### src/verilog/smc_pkg.sv
package smc_pkg;

  // Access size and type encodings
  localparam logic [1:0] SMC_SZ_BYTE  = 2'h0;
  localparam logic [1:0] SMC_SZ_HALF  = 2'h1;
  localparam logic [1:0] SMC_SZ_WORD  = 2'h2;
  localparam logic [1:0] SMC_TY_READ  = 2'h0;
  localparam logic [1:0] SMC_TY_WRITE = 2'h1;
  localparam logic [1:0] SMC_TY_FETCH = 2'h2;

  // Address decode fields
  localparam int          SMC_REGION_HI = 31;
  localparam int          SMC_REGION_LO = 28;
  localparam int          SMC_AREA_HI   = 27;
  localparam int          SMC_AREA_LO   = 20;
  localparam logic [3:0]  SMC_REGION_MEM = 4'h0;
  localparam logic [3:0]  SMC_REGION_PER = 4'hf;
  localparam logic [7:0]  SMC_AREA_BOOT  = 8'h00;
  localparam logic [7:0]  SMC_AREA_FLASH = 8'h01;
  localparam logic [7:0]  SMC_AREA_SRAM  = 8'h02;
  localparam logic [7:0]  SMC_AREA_HOLE  = 8'h03;

  // Memory sizes as offset widths inside a 1 MB area
  localparam int          SMC_AREA_AW   = 20;
  localparam int          SMC_FLASH_AW  = 18;
  localparam int          SMC_SRAM_AW   = 16;

  // Target select codes
  localparam logic [1:0]  SMC_TGT_NONE  = 2'h0;
  localparam logic [1:0]  SMC_TGT_FLASH = 2'h1;
  localparam logic [1:0]  SMC_TGT_SRAM  = 2'h2;
  localparam logic [1:0]  SMC_TGT_PERIPH = 2'h3;

  // Abort status word layout
  localparam int          SMC_ASR_UND   = 0;
  localparam int          SMC_ASR_MIS   = 1;
  localparam int          SMC_ASR_SZ    = 8;
  localparam int          SMC_ASR_TY    = 10;
  localparam int          SMC_ASR_M0    = 16;
  localparam int          SMC_ASR_M1    = 17;
  localparam int          SMC_ASR_SV0   = 24;
  localparam int          SMC_ASR_SV1   = 25;
  localparam logic [31:0] SMC_ZERO32    = 32'h0000_0000;

  typedef enum logic [1:0] {
    SMC_ST_IDLE = 2'b00,
    SMC_ST_DMA  = 2'b01,
    SMC_ST_CPU  = 2'b10
  } smc_arb_t;

endpackage : smc_pkg

### src/verilog/smc_ctrl.sv
`timescale 1ns/1ps
`default_nettype none
module smc_ctrl
  import smc_pkg::*;
(
  input  wire logic        mclk_i,
  input  wire logic        rst_i,
  // DMA master request
  input  wire logic        dma_req_i,
  input  wire logic [31:0] dma_addr_i,
  input  wire logic [1:0]  dma_size_i,
  input  wire logic [1:0]  dma_kind_i,
  // Processor master request
  input  wire logic        cpu_req_i,
  input  wire logic [31:0] cpu_addr_i,
  input  wire logic [1:0]  cpu_size_i,
  input  wire logic [1:0]  cpu_kind_i,
  // Control and status
  input  wire logic        remap_toggle_bit_i,
  input  wire logic        status_read_i,
  output logic             dma_gnt_o,
  output logic             cpu_gnt_o,
  output logic             done_o,
  output logic             abort_o,
  output logic [1:0]       tgt_o,
  output logic [31:0]      tgt_addr_o,
  output logic [1:0]       tgt_size_o,
  output logic             tgt_write_o,
  output logic             remap_o,
  output logic [31:0]      abort_status_register_o,
  output logic [31:0]      abort_address_register_o
);

  smc_arb_t    state_reg;
  smc_arb_t    state_next;
  logic        remap_reg;
  logic [31:0] cur_addr;
  logic [1:0]  cur_size;
  logic [1:0]  cur_kind;
  logic        cur_cpu;
  logic [1:0]  dec_tgt;
  logic [31:0] dec_addr;
  logic        dec_undef;
  logic        dec_misal;
  logic        dec_abort;
  logic        undefined_address_flag;
  logic        misaligned_address_flag;
  logic [1:0]  abort_size_field;
  logic [1:0]  abort_type_field;
  logic        dma_last_abort_flag;
  logic        cpu_last_abort_flag;
  logic        dma_sticky_abort_flag;
  logic        cpu_sticky_abort_flag;
  logic [31:0] abort_addr_reg;

  // Arbiter: a transfer takes one grant cycle, then the bus returns to idle
  always_comb begin
    state_next = SMC_ST_IDLE;
    case (state_reg)
      SMC_ST_IDLE: begin
        if (dma_req_i) state_next = SMC_ST_DMA;
        else if (cpu_req_i) state_next = SMC_ST_CPU;
      end
      SMC_ST_DMA: state_next = SMC_ST_IDLE;
      SMC_ST_CPU: state_next = SMC_ST_IDLE;
      default: state_next = SMC_ST_IDLE;
    endcase
  end

  always_ff @(posedge mclk_i or posedge rst_i) begin
    if (rst_i) state_reg <= SMC_ST_IDLE;
    else state_reg <= state_next;
  end

  // Request chosen for decode, latched at grant time
  logic [31:0] lat_addr_reg;
  logic [1:0]  lat_size_reg;
  logic [1:0]  lat_kind_reg;
  logic        lat_cpu_reg;
  always_ff @(posedge mclk_i or posedge rst_i) begin
    if (rst_i) begin
      lat_addr_reg <= SMC_ZERO32;
      lat_size_reg <= SMC_SZ_BYTE;
      lat_kind_reg <= SMC_TY_READ;
      lat_cpu_reg  <= 1'b0;
    end else if (state_reg == SMC_ST_IDLE) begin
      if (dma_req_i) begin
        lat_addr_reg <= dma_addr_i;
        lat_size_reg <= dma_size_i;
        lat_kind_reg <= dma_kind_i;
        lat_cpu_reg  <= 1'b0;
      end else if (cpu_req_i) begin
        lat_addr_reg <= cpu_addr_i;
        lat_size_reg <= cpu_size_i;
        lat_kind_reg <= cpu_kind_i;
        lat_cpu_reg  <= 1'b1;
      end
    end
  end

  assign cur_addr = lat_addr_reg;
  assign cur_size = lat_size_reg;
  assign cur_kind = lat_kind_reg;
  assign cur_cpu  = lat_cpu_reg;

  smc_decode u_decode (
    .addr_i       (cur_addr),
    .size_i       (cur_size),
    .kind_i       (cur_kind),
    .is_cpu_i     (cur_cpu),
    .remap_i      (remap_reg),
    .tgt_o        (dec_tgt),
    .local_addr_o (dec_addr),
    .undef_o      (dec_undef),
    .misal_o      (dec_misal)
  );

  assign dec_abort = (state_reg != SMC_ST_IDLE) && (dec_undef || dec_misal);

  // Remap toggle on a written one, zero has no effect
  always_ff @(posedge mclk_i or posedge rst_i) begin
    if (rst_i) remap_reg <= 1'b0;
    else if (remap_toggle_bit_i) remap_reg <= ~remap_reg;
  end

  // Bus outputs, registered; aborted accesses are cancelled toward targets
  always_ff @(posedge mclk_i or posedge rst_i) begin
    if (rst_i) begin
      dma_gnt_o   <= 1'b0;
      cpu_gnt_o   <= 1'b0;
      done_o      <= 1'b0;
      abort_o     <= 1'b0;
      tgt_o       <= SMC_TGT_NONE;
      tgt_addr_o  <= SMC_ZERO32;
      tgt_size_o  <= SMC_SZ_BYTE;
      tgt_write_o <= 1'b0;
    end else begin
      dma_gnt_o   <= (state_next == SMC_ST_DMA);
      cpu_gnt_o   <= (state_next == SMC_ST_CPU);
      done_o      <= (state_reg != SMC_ST_IDLE);
      abort_o     <= dec_abort;
      tgt_o       <= dec_abort ? SMC_TGT_NONE : (state_reg != SMC_ST_IDLE ? dec_tgt
                                                  : SMC_TGT_NONE);
      tgt_addr_o  <= dec_addr;
      tgt_size_o  <= cur_size;
      tgt_write_o <= (state_reg != SMC_ST_IDLE) && !dec_abort && (cur_kind == SMC_TY_WRITE);
    end
  end

  // Abort detail capture
  always_ff @(posedge mclk_i or posedge rst_i) begin
    if (rst_i) begin
      abort_addr_reg          <= SMC_ZERO32;
      undefined_address_flag  <= 1'b0;
      misaligned_address_flag <= 1'b0;
      abort_size_field        <= SMC_SZ_BYTE;
      abort_type_field        <= SMC_TY_READ;
      dma_last_abort_flag     <= 1'b0;
      cpu_last_abort_flag     <= 1'b0;
    end else if (dec_abort) begin
      abort_addr_reg          <= cur_addr;
      undefined_address_flag  <= dec_undef;
      misaligned_address_flag <= dec_misal;
      abort_size_field        <= cur_size;
      abort_type_field        <= cur_kind;
      dma_last_abort_flag     <= !cur_cpu;
      cpu_last_abort_flag     <= cur_cpu;
    end
  end

  // Sticky flags; a new abort wins over the read clear
  always_ff @(posedge mclk_i or posedge rst_i) begin
    if (rst_i) begin
      dma_sticky_abort_flag <= 1'b0;
      cpu_sticky_abort_flag <= 1'b0;
    end else begin
      if (dec_abort && !cur_cpu) dma_sticky_abort_flag <= 1'b1;
      else if (status_read_i) dma_sticky_abort_flag <= 1'b0;
      if (dec_abort && cur_cpu) cpu_sticky_abort_flag <= 1'b1;
      else if (status_read_i) cpu_sticky_abort_flag <= 1'b0;
    end
  end

  // Status words assembled from flops
  always_ff @(posedge mclk_i or posedge rst_i) begin
    if (rst_i) begin
      abort_status_register_o  <= SMC_ZERO32;
      abort_address_register_o <= SMC_ZERO32;
      remap_o                  <= 1'b0;
    end else begin
      abort_status_register_o <= SMC_ZERO32;
      abort_status_register_o[SMC_ASR_UND]  <= undefined_address_flag;
      abort_status_register_o[SMC_ASR_MIS]  <= misaligned_address_flag;
      abort_status_register_o[SMC_ASR_SZ+:2] <= abort_size_field;
      abort_status_register_o[SMC_ASR_TY+:2] <= abort_type_field;
      abort_status_register_o[SMC_ASR_M0]   <= dma_last_abort_flag;
      abort_status_register_o[SMC_ASR_M1]   <= cpu_last_abort_flag;
      abort_status_register_o[SMC_ASR_SV0]  <= dma_sticky_abort_flag;
      abort_status_register_o[SMC_ASR_SV1]  <= cpu_sticky_abort_flag;
      abort_address_register_o <= abort_addr_reg;
      remap_o                  <= remap_reg;
    end
  end

  // Checks
  property p_dma_first;
    @(posedge mclk_i) disable iff (rst_i)
    (state_reg == SMC_ST_IDLE && dma_req_i) |=> state_reg == SMC_ST_DMA;
  endproperty
  a_dma_first: assert property (p_dma_first) else $error("dma not preferred");

  property p_undef_region;
    @(posedge mclk_i) disable iff (rst_i)
    (state_reg != SMC_ST_IDLE && cur_addr[SMC_REGION_HI:SMC_REGION_LO] != SMC_REGION_MEM
     && cur_addr[SMC_REGION_HI:SMC_REGION_LO] != SMC_REGION_PER) |=> abort_o;
  endproperty
  a_undef_region: assert property (p_undef_region) else $error("undefined not aborted");

  property p_hole_ok;
    @(posedge mclk_i) disable iff (rst_i)
    (state_reg != SMC_ST_IDLE && !dec_misal
     && cur_addr[SMC_REGION_HI:SMC_AREA_LO] == {SMC_REGION_MEM, SMC_AREA_HOLE}) |=> !abort_o;
  endproperty
  a_hole_ok: assert property (p_hole_ok) else $error("hole area aborted");

  property p_toggle;
    @(posedge mclk_i) disable iff (rst_i)
    remap_toggle_bit_i |=> remap_reg != $past(remap_reg);
  endproperty
  a_toggle: assert property (p_toggle) else $error("remap not toggled");

  property p_hold;
    @(posedge mclk_i) disable iff (rst_i)
    !remap_toggle_bit_i |=> $stable(remap_reg);
  endproperty
  a_hold: assert property (p_hold) else $error("remap changed");

  property p_addr_cap;
    @(posedge mclk_i) disable iff (rst_i)
    dec_abort |=> ##1 abort_address_register_o == $past(cur_addr, 2);
  endproperty
  a_addr_cap: assert property (p_addr_cap) else $error("abort address lost");

  property p_src;
    @(posedge mclk_i) disable iff (rst_i)
    dec_abort |=> ##1 abort_status_register_o[SMC_ASR_M1] == $past(cur_cpu, 2)
                  && abort_status_register_o[SMC_ASR_M0] != $past(cur_cpu, 2);
  endproperty
  a_src: assert property (p_src) else $error("abort source wrong");

  property p_fetch;
    @(posedge mclk_i) disable iff (rst_i)
    (cur_cpu && cur_kind == SMC_TY_FETCH) |-> !dec_misal;
  endproperty
  a_fetch: assert property (p_fetch) else $error("fetch flagged misaligned");

  property p_one_cycle;
    @(posedge mclk_i) disable iff (rst_i)
    state_reg != SMC_ST_IDLE |=> state_reg == SMC_ST_IDLE;
  endproperty
  a_one_cycle: assert property (p_one_cycle) else $error("grant changed midway");

  property p_abort_all;
    @(posedge mclk_i) disable iff (rst_i)
    dec_abort |=> abort_o && done_o;
  endproperty
  a_abort_all: assert property (p_abort_all) else $error("abort not sent");

  property p_cancel;
    @(posedge mclk_i) disable iff (rst_i)
    dec_abort |=> tgt_o == SMC_TGT_NONE && !tgt_write_o;
  endproperty
  a_cancel: assert property (p_cancel) else $error("aborted access reached target");

  property p_undef_area;
    @(posedge mclk_i) disable iff (rst_i)
    (state_reg != SMC_ST_IDLE && cur_addr[SMC_REGION_HI:SMC_REGION_LO] == SMC_REGION_MEM
     && cur_addr[SMC_AREA_HI:SMC_AREA_LO] > SMC_AREA_HOLE) |=> abort_o;
  endproperty
  a_undef_area: assert property (p_undef_area) else $error("undefined area not aborted");

  property p_periph;
    @(posedge mclk_i) disable iff (rst_i)
    (state_reg != SMC_ST_IDLE && cur_addr[SMC_REGION_HI:SMC_REGION_LO] == SMC_REGION_PER
     && !dec_misal) |=> tgt_o == SMC_TGT_PERIPH && tgt_addr_o == $past(cur_addr);
  endproperty
  a_periph: assert property (p_periph) else $error("peripheral access misrouted");

  property p_boot_alias;
    @(posedge mclk_i) disable iff (rst_i)
    (state_reg != SMC_ST_IDLE && !dec_misal
     && cur_addr[SMC_REGION_HI:SMC_AREA_LO] == {SMC_REGION_MEM, SMC_AREA_BOOT})
    |=> tgt_o == ($past(remap_reg) ? SMC_TGT_SRAM : SMC_TGT_FLASH);
  endproperty
  a_boot_alias: assert property (p_boot_alias) else $error("boot area wrong memory");

  property p_flash_alias;
    @(posedge mclk_i) disable iff (rst_i)
    (state_reg != SMC_ST_IDLE && !dec_misal
     && cur_addr[SMC_REGION_HI:SMC_AREA_LO] == {SMC_REGION_MEM, SMC_AREA_FLASH})
    |=> tgt_o == SMC_TGT_FLASH && (tgt_addr_o >> SMC_FLASH_AW) == SMC_ZERO32
        && tgt_addr_o[SMC_FLASH_AW-1:0] == $past(cur_addr[SMC_FLASH_AW-1:0]);
  endproperty
  a_flash_alias: assert property (p_flash_alias) else $error("flash alias wrong");

  property p_causes;
    @(posedge mclk_i) disable iff (rst_i)
    dec_abort |=> undefined_address_flag == $past(dec_undef)
                  && misaligned_address_flag == $past(dec_misal);
  endproperty
  a_causes: assert property (p_causes) else $error("abort cause flags wrong");

  property p_size_type;
    @(posedge mclk_i) disable iff (rst_i)
    dec_abort |=> abort_size_field == $past(cur_size)
                  && abort_type_field == $past(cur_kind);
  endproperty
  a_size_type: assert property (p_size_type) else $error("abort size or type wrong");

  property p_sticky;
    @(posedge mclk_i) disable iff (rst_i)
    dec_abort |=> ($past(cur_cpu) ? cpu_sticky_abort_flag : dma_sticky_abort_flag);
  endproperty
  a_sticky: assert property (p_sticky) else $error("sticky flag not set");

  c_dma_abort: cover property (@(posedge mclk_i) disable iff (rst_i) dec_abort && !cur_cpu);
  c_cpu_misal: cover property (@(posedge mclk_i) disable iff (rst_i) dec_misal && cur_cpu);
  c_remap_sram: cover property (@(posedge mclk_i) disable iff (rst_i)
                                remap_reg && dec_tgt == SMC_TGT_SRAM);
  c_hole_hit: cover property (@(posedge mclk_i) disable iff (rst_i) state_reg != SMC_ST_IDLE
                              && cur_addr[SMC_REGION_HI:SMC_AREA_LO] == {SMC_REGION_MEM, SMC_AREA_HOLE});

endmodule // smc_ctrl
`default_nettype wire

### src/verilog/smc_decode.sv
`timescale 1ns/1ps
`default_nettype none
// Address decoder and misalignment check for one granted access
module smc_decode
  import smc_pkg::*;
(
  input  wire logic [31:0] addr_i,
  input  wire logic [1:0]  size_i,
  input  wire logic [1:0]  kind_i,
  input  wire logic        is_cpu_i,
  input  wire logic        remap_i,
  output logic [1:0]       tgt_o,
  output logic [31:0]      local_addr_o,
  output logic             undef_o,
  output logic             misal_o
);

  logic [3:0] region;
  logic [7:0] area;

  assign region = addr_i[SMC_REGION_HI:SMC_REGION_LO];
  assign area   = addr_i[SMC_AREA_HI:SMC_AREA_LO];

  // Region and area decode with aliasing of small memories
  always_comb begin
    tgt_o        = SMC_TGT_NONE;
    local_addr_o = SMC_ZERO32;
    undef_o      = 1'b0;
    if (region == SMC_REGION_PER) begin
      tgt_o        = SMC_TGT_PERIPH;
      local_addr_o = addr_i;
    end else if (region != SMC_REGION_MEM) begin
      undef_o = 1'b1;
    end else if (area == SMC_AREA_FLASH || (area == SMC_AREA_BOOT && !remap_i)) begin
      tgt_o        = SMC_TGT_FLASH;
      local_addr_o = {{(32-SMC_FLASH_AW){1'b0}}, addr_i[SMC_FLASH_AW-1:0]};
    end else if (area == SMC_AREA_SRAM || (area == SMC_AREA_BOOT && remap_i)) begin
      tgt_o        = SMC_TGT_SRAM;
      local_addr_o = {{(32-SMC_SRAM_AW){1'b0}}, addr_i[SMC_SRAM_AW-1:0]};
    end else if (area == SMC_AREA_HOLE) begin
      tgt_o = SMC_TGT_NONE;
    end else begin
      undef_o = 1'b1;
    end
  end

  // Alignment check, skipped for processor fetches
  always_comb begin
    misal_o = 1'b0;
    if (!(is_cpu_i && kind_i == SMC_TY_FETCH)) begin
      if (size_i == SMC_SZ_WORD) misal_o = |addr_i[1:0];
      else if (size_i == SMC_SZ_HALF) misal_o = addr_i[0];
    end
  end

endmodule // smc_decode
`default_nettype wire

### config.mk
export PLATFORM = sky130hd
export DESIGN_NAME = smc_ctrl
export DESIGN_NICKNAME = d
export VERILOG_FILES = /design/src/verilog/smc_pkg.sv /design/src/verilog/smc_ctrl.sv /design/src/verilog/smc_decode.sv
export SDC_FILE = /design/constraint.sdc
export NUM_CORES = 1
export LEC_CHECK = 0
export BUFFER_PORTS_ARGS = -buffer_cell sky130_fd_sc_hd__buf_2
export CAP_MARGIN = 20
export CORE_UTILIZATION = 55
export DETAILED_ROUTE_END_ITERATION = 16
export PLACE_DENSITY = 0.87
export SYNTH_ARGS = -nofsm -noshare
export SYNTH_HDL_FRONTEND = slang
export SYNTH_SLANG_ARGS = --single-unit
export TNS_END_PERCENT = 1
### constraint.sdc
create_clock -name mclk_i -period 12.8 [get_ports mclk_i]
set_input_delay 1.28 -clock mclk_i [delete_from_list [all_inputs] [get_ports mclk_i]]
set_output_delay 1.28 -clock mclk_i [all_outputs]
set_load 0.02 [all_outputs]
==> results of run 1 <==
## layout make-up
cell class,instances,area (um^2)
Clock buffer,21,459
Clock inverter,11,114
Timing Repair Buffer,166,843
Inverter,8,35.0
Fill cell,782,3310
Sequential cell,166,4150
Tap cell,140,175
Multi-Input combinational cell,238,1790
## per-stage QoR
stage | power (W) | util | setup WS [ns]
after global routing | 0.00162 | 0.696 | 9.74
after detailed placement | 0.00108 | 0.643 | 9.84
after CTS | 0.00157 | 0.696 | 9.89
final | 0.00155 | 0.696 | 9.92
after floorplan | 0.000964 | - | 7.03
after global placement | 0.00106 | 0.643 | 9.92
## cells in the final DEF, fill, tap and decap left out, types with 4 or more instances in the layout
cell	instances
o21ai_0	37
nand2_1	41
a21oi_1	4
conb_1	22
inv_6	4
nor2b_1	18
mux2i_1	36
and2_1	12
buf_4	5
dfrtp_1	166
buf_2	161
clkbuf_16	16
mux2_4	37
nor2_1	7
clkbuf_8	4
and4_1	4
inv_1	6
## synthesized netlist by cell type (2+ instances only)
cell | number | area, um^2
dfrtp_1 | 166 | 4150
nand2_1 | 41 | 154
mux2_4 | 37 | 556
o21ai_0 | 37 | 185
mux2i_1 | 36 | 360
buf_4 | 22 | 165
nor2b_1 | 18 | 113
clkbuf_1 | 14 | 52.6
and2_1 | 12 | 75.1
inv_1 | 7 | 26.3
nor2_1 | 7 | 26.3
a21oi_1 | 4 | 20.0
and4_1 | 4 | 35.0
buf_6 | 4 | 45.0
o22ai_1 | 3 | 18.8
nor4_1 | 2 | 12.5
nor4_2 | 2 | 25.0
o21a_1 | 2 | 15.0
o21ai_1 | 2 | 10.0
## routing by layer
layer,part of all wire,track usage,up-vias
li1,-,-,1741
met5,0,0,-
met3,0.053,0.0502,19
met1,0.41,0.268,1763
met4,0.018,0.0910,0
met2,0.52,0.372,138
## power breakdown
part	leakage [nW]	switching [W]	internal [W]
Clock	0.277	0.000205	0.000277
Combinational	1.63	0.000185	0.000147
Sequential	2.08	0.0000750	0.000659
## worst reg2reg max path, delay by kind of cell, from the launching register on
family	cells	cell delay [ns]
AO/OA/AOI/OAI	2	0.70
AND/OR/NAND/NOR	1	0.62
buffers and inverters	1	0.59
flip-flops	1	0.46
multiplexers	1	0.40
## cells by family after synthesis
| logic type | after synthesis |
|---|---|
| AOI/OAI and AO/OA | 51 |
| xor gates and xnor gates | 1 |
| buffers and inverters | 49 |
| DFF | 166 |
| muxes | 74 |
| other | 1 |
| and+or+nand+nor | 90 |
## worst paths after layout
kind                                     from  slack, ns  depth (start not counted)                      endpoint
max                              cur_addr[28]       9.92                          5           abort_size_field[0]
min                        abort_addr_reg[25]       0.38                          0  abort_address_register_o[25]
max reg2reg                      cur_addr[28]       9.92                          5           abort_size_field[0]
min reg2reg                abort_addr_reg[25]       0.38                          0  abort_address_register_o[25]
max in group asynchronous               rst_i      10.49                          3  abort_address_register_o[22]
min in group asynchronous               rst_i       0.91                          2   abort_address_register_o[7]
==> results.sh, run 1 <==
export IMPL_crit_family="compound AO/OA/AOI/OAI gates"
export IMPL_cts_tree="yes"
export IMPL_grt_pass1_wl_um=18600
export IMPL_p_leak_nw=3.99
export IMPL_htreeDepth=4
export IMPL_ant_nets=0
export IMPL_worstPathArrival_ns=3.28
export IMPL_placed_cell_area_um2=7000
export IMPL_critical_path_class="flop to flop"
export IMPL_synthCells=432
export IMPL_synth_seq_cells=166
export IMPL_crit_chain="and4_1 -> a311oi_4 -> a21oi_4 -> buf_4 -> mux2_1"
export IMPL_post_route_min_period_ns=2.88
export IMPL_fin_setup_tns_ns=0
export IMPL_syn_area_um2=6150
export IMPL_cts_setup_buffers=0
export IMPL_cts_buffer_depth=2
export IMPL_antenna_found_initial=0
export IMPL_initial_core_util=0.565
export IMPL_finalHoldViolCount=0
export IMPL_cp_slowest_stage_delay_ns=0.62
export IMPL_cts_buffers_inserted=17
export IMPL_rows=38
export IMPL_antennaDiodeCount=0
export IMPL_nNetsFinal=675
export IMPL_synth_fa_ha_area_frac=0
export IMPL_end_kind="flop"
export IMPL_hpwl_um=7780
export IMPL_design_area_um2=7570
export IMPL_yosysUniqueCellTypes=31
export IMPL_cp_required_ns=13.20
export IMPL_drc=0
export IMPL_slew_headroom=0.406
export IMPL_io_pins=184
export IMPL_globalRouteOverflowTotal=0
export IMPL_drtIter0Drc=92
export IMPL_synth_edf_count=0
export IMPL_hp_class="flop to flop"
export IMPL_gp_congestion=0.769
export IMPL_max_freq_ghz=0.347
export IMPL_cp_max_fo=28
export IMPL_crit_slowest_cell="and4_1"
export IMPL_setup_viol=0
export IMPL_worst_slew_pin_slew_ns=0.891
export IMPL_fin_cells=750
export IMPL_grt_pass1_vias=3723
export IMPL_numPortBuffers=161
export IMPL_async_flop_share=1.00
export IMPL_die_h_um=108
export IMPL_vias=3661
export IMPL_yosys_warnings=0
export IMPL_ir_drop_mv=0.0975
export IMPL_root_buffer="clkbuf_8"
export IMPL_skew_ns=0.0112
export IMPL_status="finished, final reports clean"
export IMPL_synth_compound_area_frac=0.0486
export IMPL_coreArea_um2=10900
export IMPL_drv_slew=0
export IMPL_cts_resized=0
export IMPL_drive_gt1_frac=0.397
export IMPL_synth_ff_type="dfrtp_1"
export IMPL_whs_ns=0.380
export IMPL_grt_usage=0.219
export IMPL_firstDrtPassIters=4
export IMPL_layout_worst_path_cycle_share=0.225
export IMPL_critPathLaunchType="flop"
export IMPL_clock_latency_ns=0.52
export IMPL_die_area_um2=11600
export IMPL_area_growth_pct=23.1
export IMPL_dp_cells=718
export IMPL_synth_top_family_by_area="multiplexers"
export IMPL_cts_sinks=166
export IMPL_ctsHoldBuffers=0
export IMPL_cap_violations=0
export IMPL_powerDensity_nw_per_um2=205
export IMPL_synth_avg_cell_area_um2=14.2
export IMPL_grt_max_degree=93
export IMPL_die_x_um=108
export IMPL_ys_seq_area_frac=0.675
export IMPL_rsz0062_at_grt="false"
export IMPL_worst_path_buf_inv=1
export IMPL_synth_simple_area_share=0.0754
export IMPL_synthMuxAreaShare=0.151
export IMPL_worst_setup_hold_path_clk_slew_ns=0.07
export IMPL_wire_per_inst_um=15.7
export IMPL_synth_xor_area_frac=0.00142
export IMPL_drt_total_wl_um=11800
export IMPL_routed_via_density=4.88
Note: power is estimated with default switching activity, not from simulation.
==> run 2: changes to the inputs <==
Settings changed: CORE_UTILIZATION 55 to 51, PLACE_DENSITY 0.87 to 0.82.
Clock period 12.8 ns to 3 ns, I/O delays scaled along.
==> run 2 against run 1 <==
Compared with the run above: the run now ends with DRC left; worst hold slack worse by 0.31 ns; register-to-register slack got worse by 9.1 ns; non-clock buffer count is 2 higher; combinational power rose to 4.3 times the previous value; utilization decreased by 3.8 points; via count rose by 1.1%; final cell count increased by 0.67%; power grew to 4.3 times the previous value; cell area rose by 0.45%; global-route usage down 1.3 points; critical path type unchanged; critical endpoint unchanged; largest cell class unchanged; largest power group unchanged; highest routed layer is now met5.
==> results.sh, run 2 (same netlist as run 1, synthesis figures left out) <==
export IMPL_status="finished, violations left"
export IMPL_violations="DRC"
export IMPL_post_route_min_period_ns=2.18
export IMPL_die_h_um=112
export IMPL_timing_rr_start="cur_addr[22]"
export IMPL_cts_setup_buffers=0
export IMPL_max_freq_ghz=0.460
export IMPL_n_fill_cell=841
export IMPL_gp_congestion=0.765
export IMPL_cap_violations=0
export IMPL_cts_buffers_inserted=17
export IMPL_drv_slew=0
export IMPL_drive_gt1_frac=0.399
export IMPL_worst_slew_pin_slew_ns=0.822
export IMPL_drt_total_wl_um=11800
export IMPL_htreeDepth=4
export IMPL_final_util=0.658
export IMPL_hpwl_um=7860
export IMPL_setup_viol=0
export IMPL_drtIter0Drc=191
export IMPL_wire_per_inst_um=15.6
export IMPL_skew_ns=0.0117
export IMPL_layout_worst_path_cycle_share=0.725
export IMPL_min_from="remap_toggle_bit_i"
export IMPL_drc=13
export IMPL_ir_drop_mv=0.472
export IMPL_rows=39
export IMPL_ctsHoldBuffers=0
export IMPL_numPortBuffers=161
export IMPL_p_leak_nw=3.99
export IMPL_routed_via_density=4.90
export IMPL_antenna_found_initial=1
export IMPL_mostFrequentLayoutCell="dfrtp_1"
export IMPL_vias=3701
export IMPL_powerDensity_nw_per_um2=868
export IMPL_io_pins=184
export IMPL_grt_pass1_wl_um=19100
export IMPL_cp_startpoint="cur_addr[22]"
export IMPL_clock_latency_ns=0.41
export IMPL_die_area_um2=12500
export IMPL_critPathLaunchType="flop"
export IMPL_rsz0062_at_grt="false"
export IMPL_critical_path_class="flop to flop"
export IMPL_die_x_um=112
export IMPL_whs_ns=0.0720
export IMPL_grt_usage=0.205
export IMPL_grt_pass1_vias=3733
export IMPL_mostFrequentLayoutCells="dfrtp_1 (166), buf_2 (161), nand2_1 (41)"
export IMPL_cts_tree="yes"
export IMPL_cts_buffer_depth=2
export IMPL_nNetsFinal=677
export IMPL_slew_headroom=0.452
export IMPL_cts_sinks=166
export IMPL_antennaDiodeCount=0
export IMPL_cts_resized=0
export IMPL_fin_setup_tns_ns=0
export IMPL_ant_nets=0
export IMPL_area_growth_pct=23.6
export IMPL_globalRouteOverflowTotal=0
export IMPL_initial_core_util=0.532
export IMPL_worstPathArrival_ns=2.46
export IMPL_cp_required_ns=3.29
export IMPL_root_buffer="clkbuf_16"
export IMPL_finalHoldViolCount=0
export IMPL_cp_max_fo=27
export IMPL_coreArea_um2=11600
export IMPL_end_kind="flop"
export IMPL_worst_setup_hold_path_clk_slew_ns=0.07
export IMPL_hp_class="input port to flop"
export IMPL_firstDrtPassIters=10
export IMPL_grt_max_degree=167
[run 2: cell count changes in the layout (fill, tap and decap cells not counted), sizes merged]
cell | previous run | this run
clkinv | 4 | 2
clkinvlp | 2 | 6
buf | 166 | 168
clkbuf | 21 | 19
[run 2: area by class of cell]
cell class / instances / area (um^2) / area share
timing repair buffer: 168 / 883 / 0.116
clock buffer: 19 / 443 / 0.0582
clock inverter: 13 / 121 / 0.0160
inverter: 8 / 33.8 / 0.00444
multi-input combinational: 238 / 1790 / 0.236
sequential: 166 / 4150 / 0.546
tap: 143 / 179 / 0.0235
[run 2: where the power goes]
part,internal (W),switching (W),total [W]
combinational,0.000637,0.000784,0.00142
sequential,0.00281,0.000321,0.00314
clock,0.00117,0.000876,0.00205
total,0.00462,0.00198,0.00661
[run 2: final timing paths]
kind,cells after the start,slack (ns),endpoint
max,5,0.82,abort_size_field[0]
min,2,0.07,remap_reg
max reg2reg,5,0.82,abort_size_field[0]
min reg2reg,0,0.38,abort_status_register_o[1]
max in group asynchronous,3,2.27,tgt_addr_o[25]
min in group asynchronous,3,0.15,abort_address_register_o[2]
[run 2: through the flow]
step | total power, W | std cells | setup slack [ns] | instance area, um^2
3_3_place_gp | 0.00453 | 723 | 0.916 | 7040
6_report | 0.00661 | 755 | 0.825 | 7610
3_5_place_dp | 0.00460 | 723 | 0.845 | 7040
2_1_floorplan | 0.00411 | 453 | 0.587 | 6240
4_1_cts | 0.00667 | 755 | 0.829 | 7610
5_1_grt | 0.00692 | 755 | 0.703 | 7610
[run 2: worst max-delay path, cell delays in order, from the launching register on]
cell      delay, ns
dfrtp_1        0.42
nor4_2         0.48
a311oi_4       0.18
a21oi_4        0.15
buf_4          0.44
mux2_1         0.38
[run 2: per-layer routing]
metal | up-vias | routed length (um) | track usage
met2 | 154 | 5770 | 0.328
met4 | 2 | 261 | 0.0901
met1 | 1780 | 5030 | 0.267
met3 | 23 | 688 | 0.0512
li1 | 1742 | - | -
met5 | - | 8 | 0
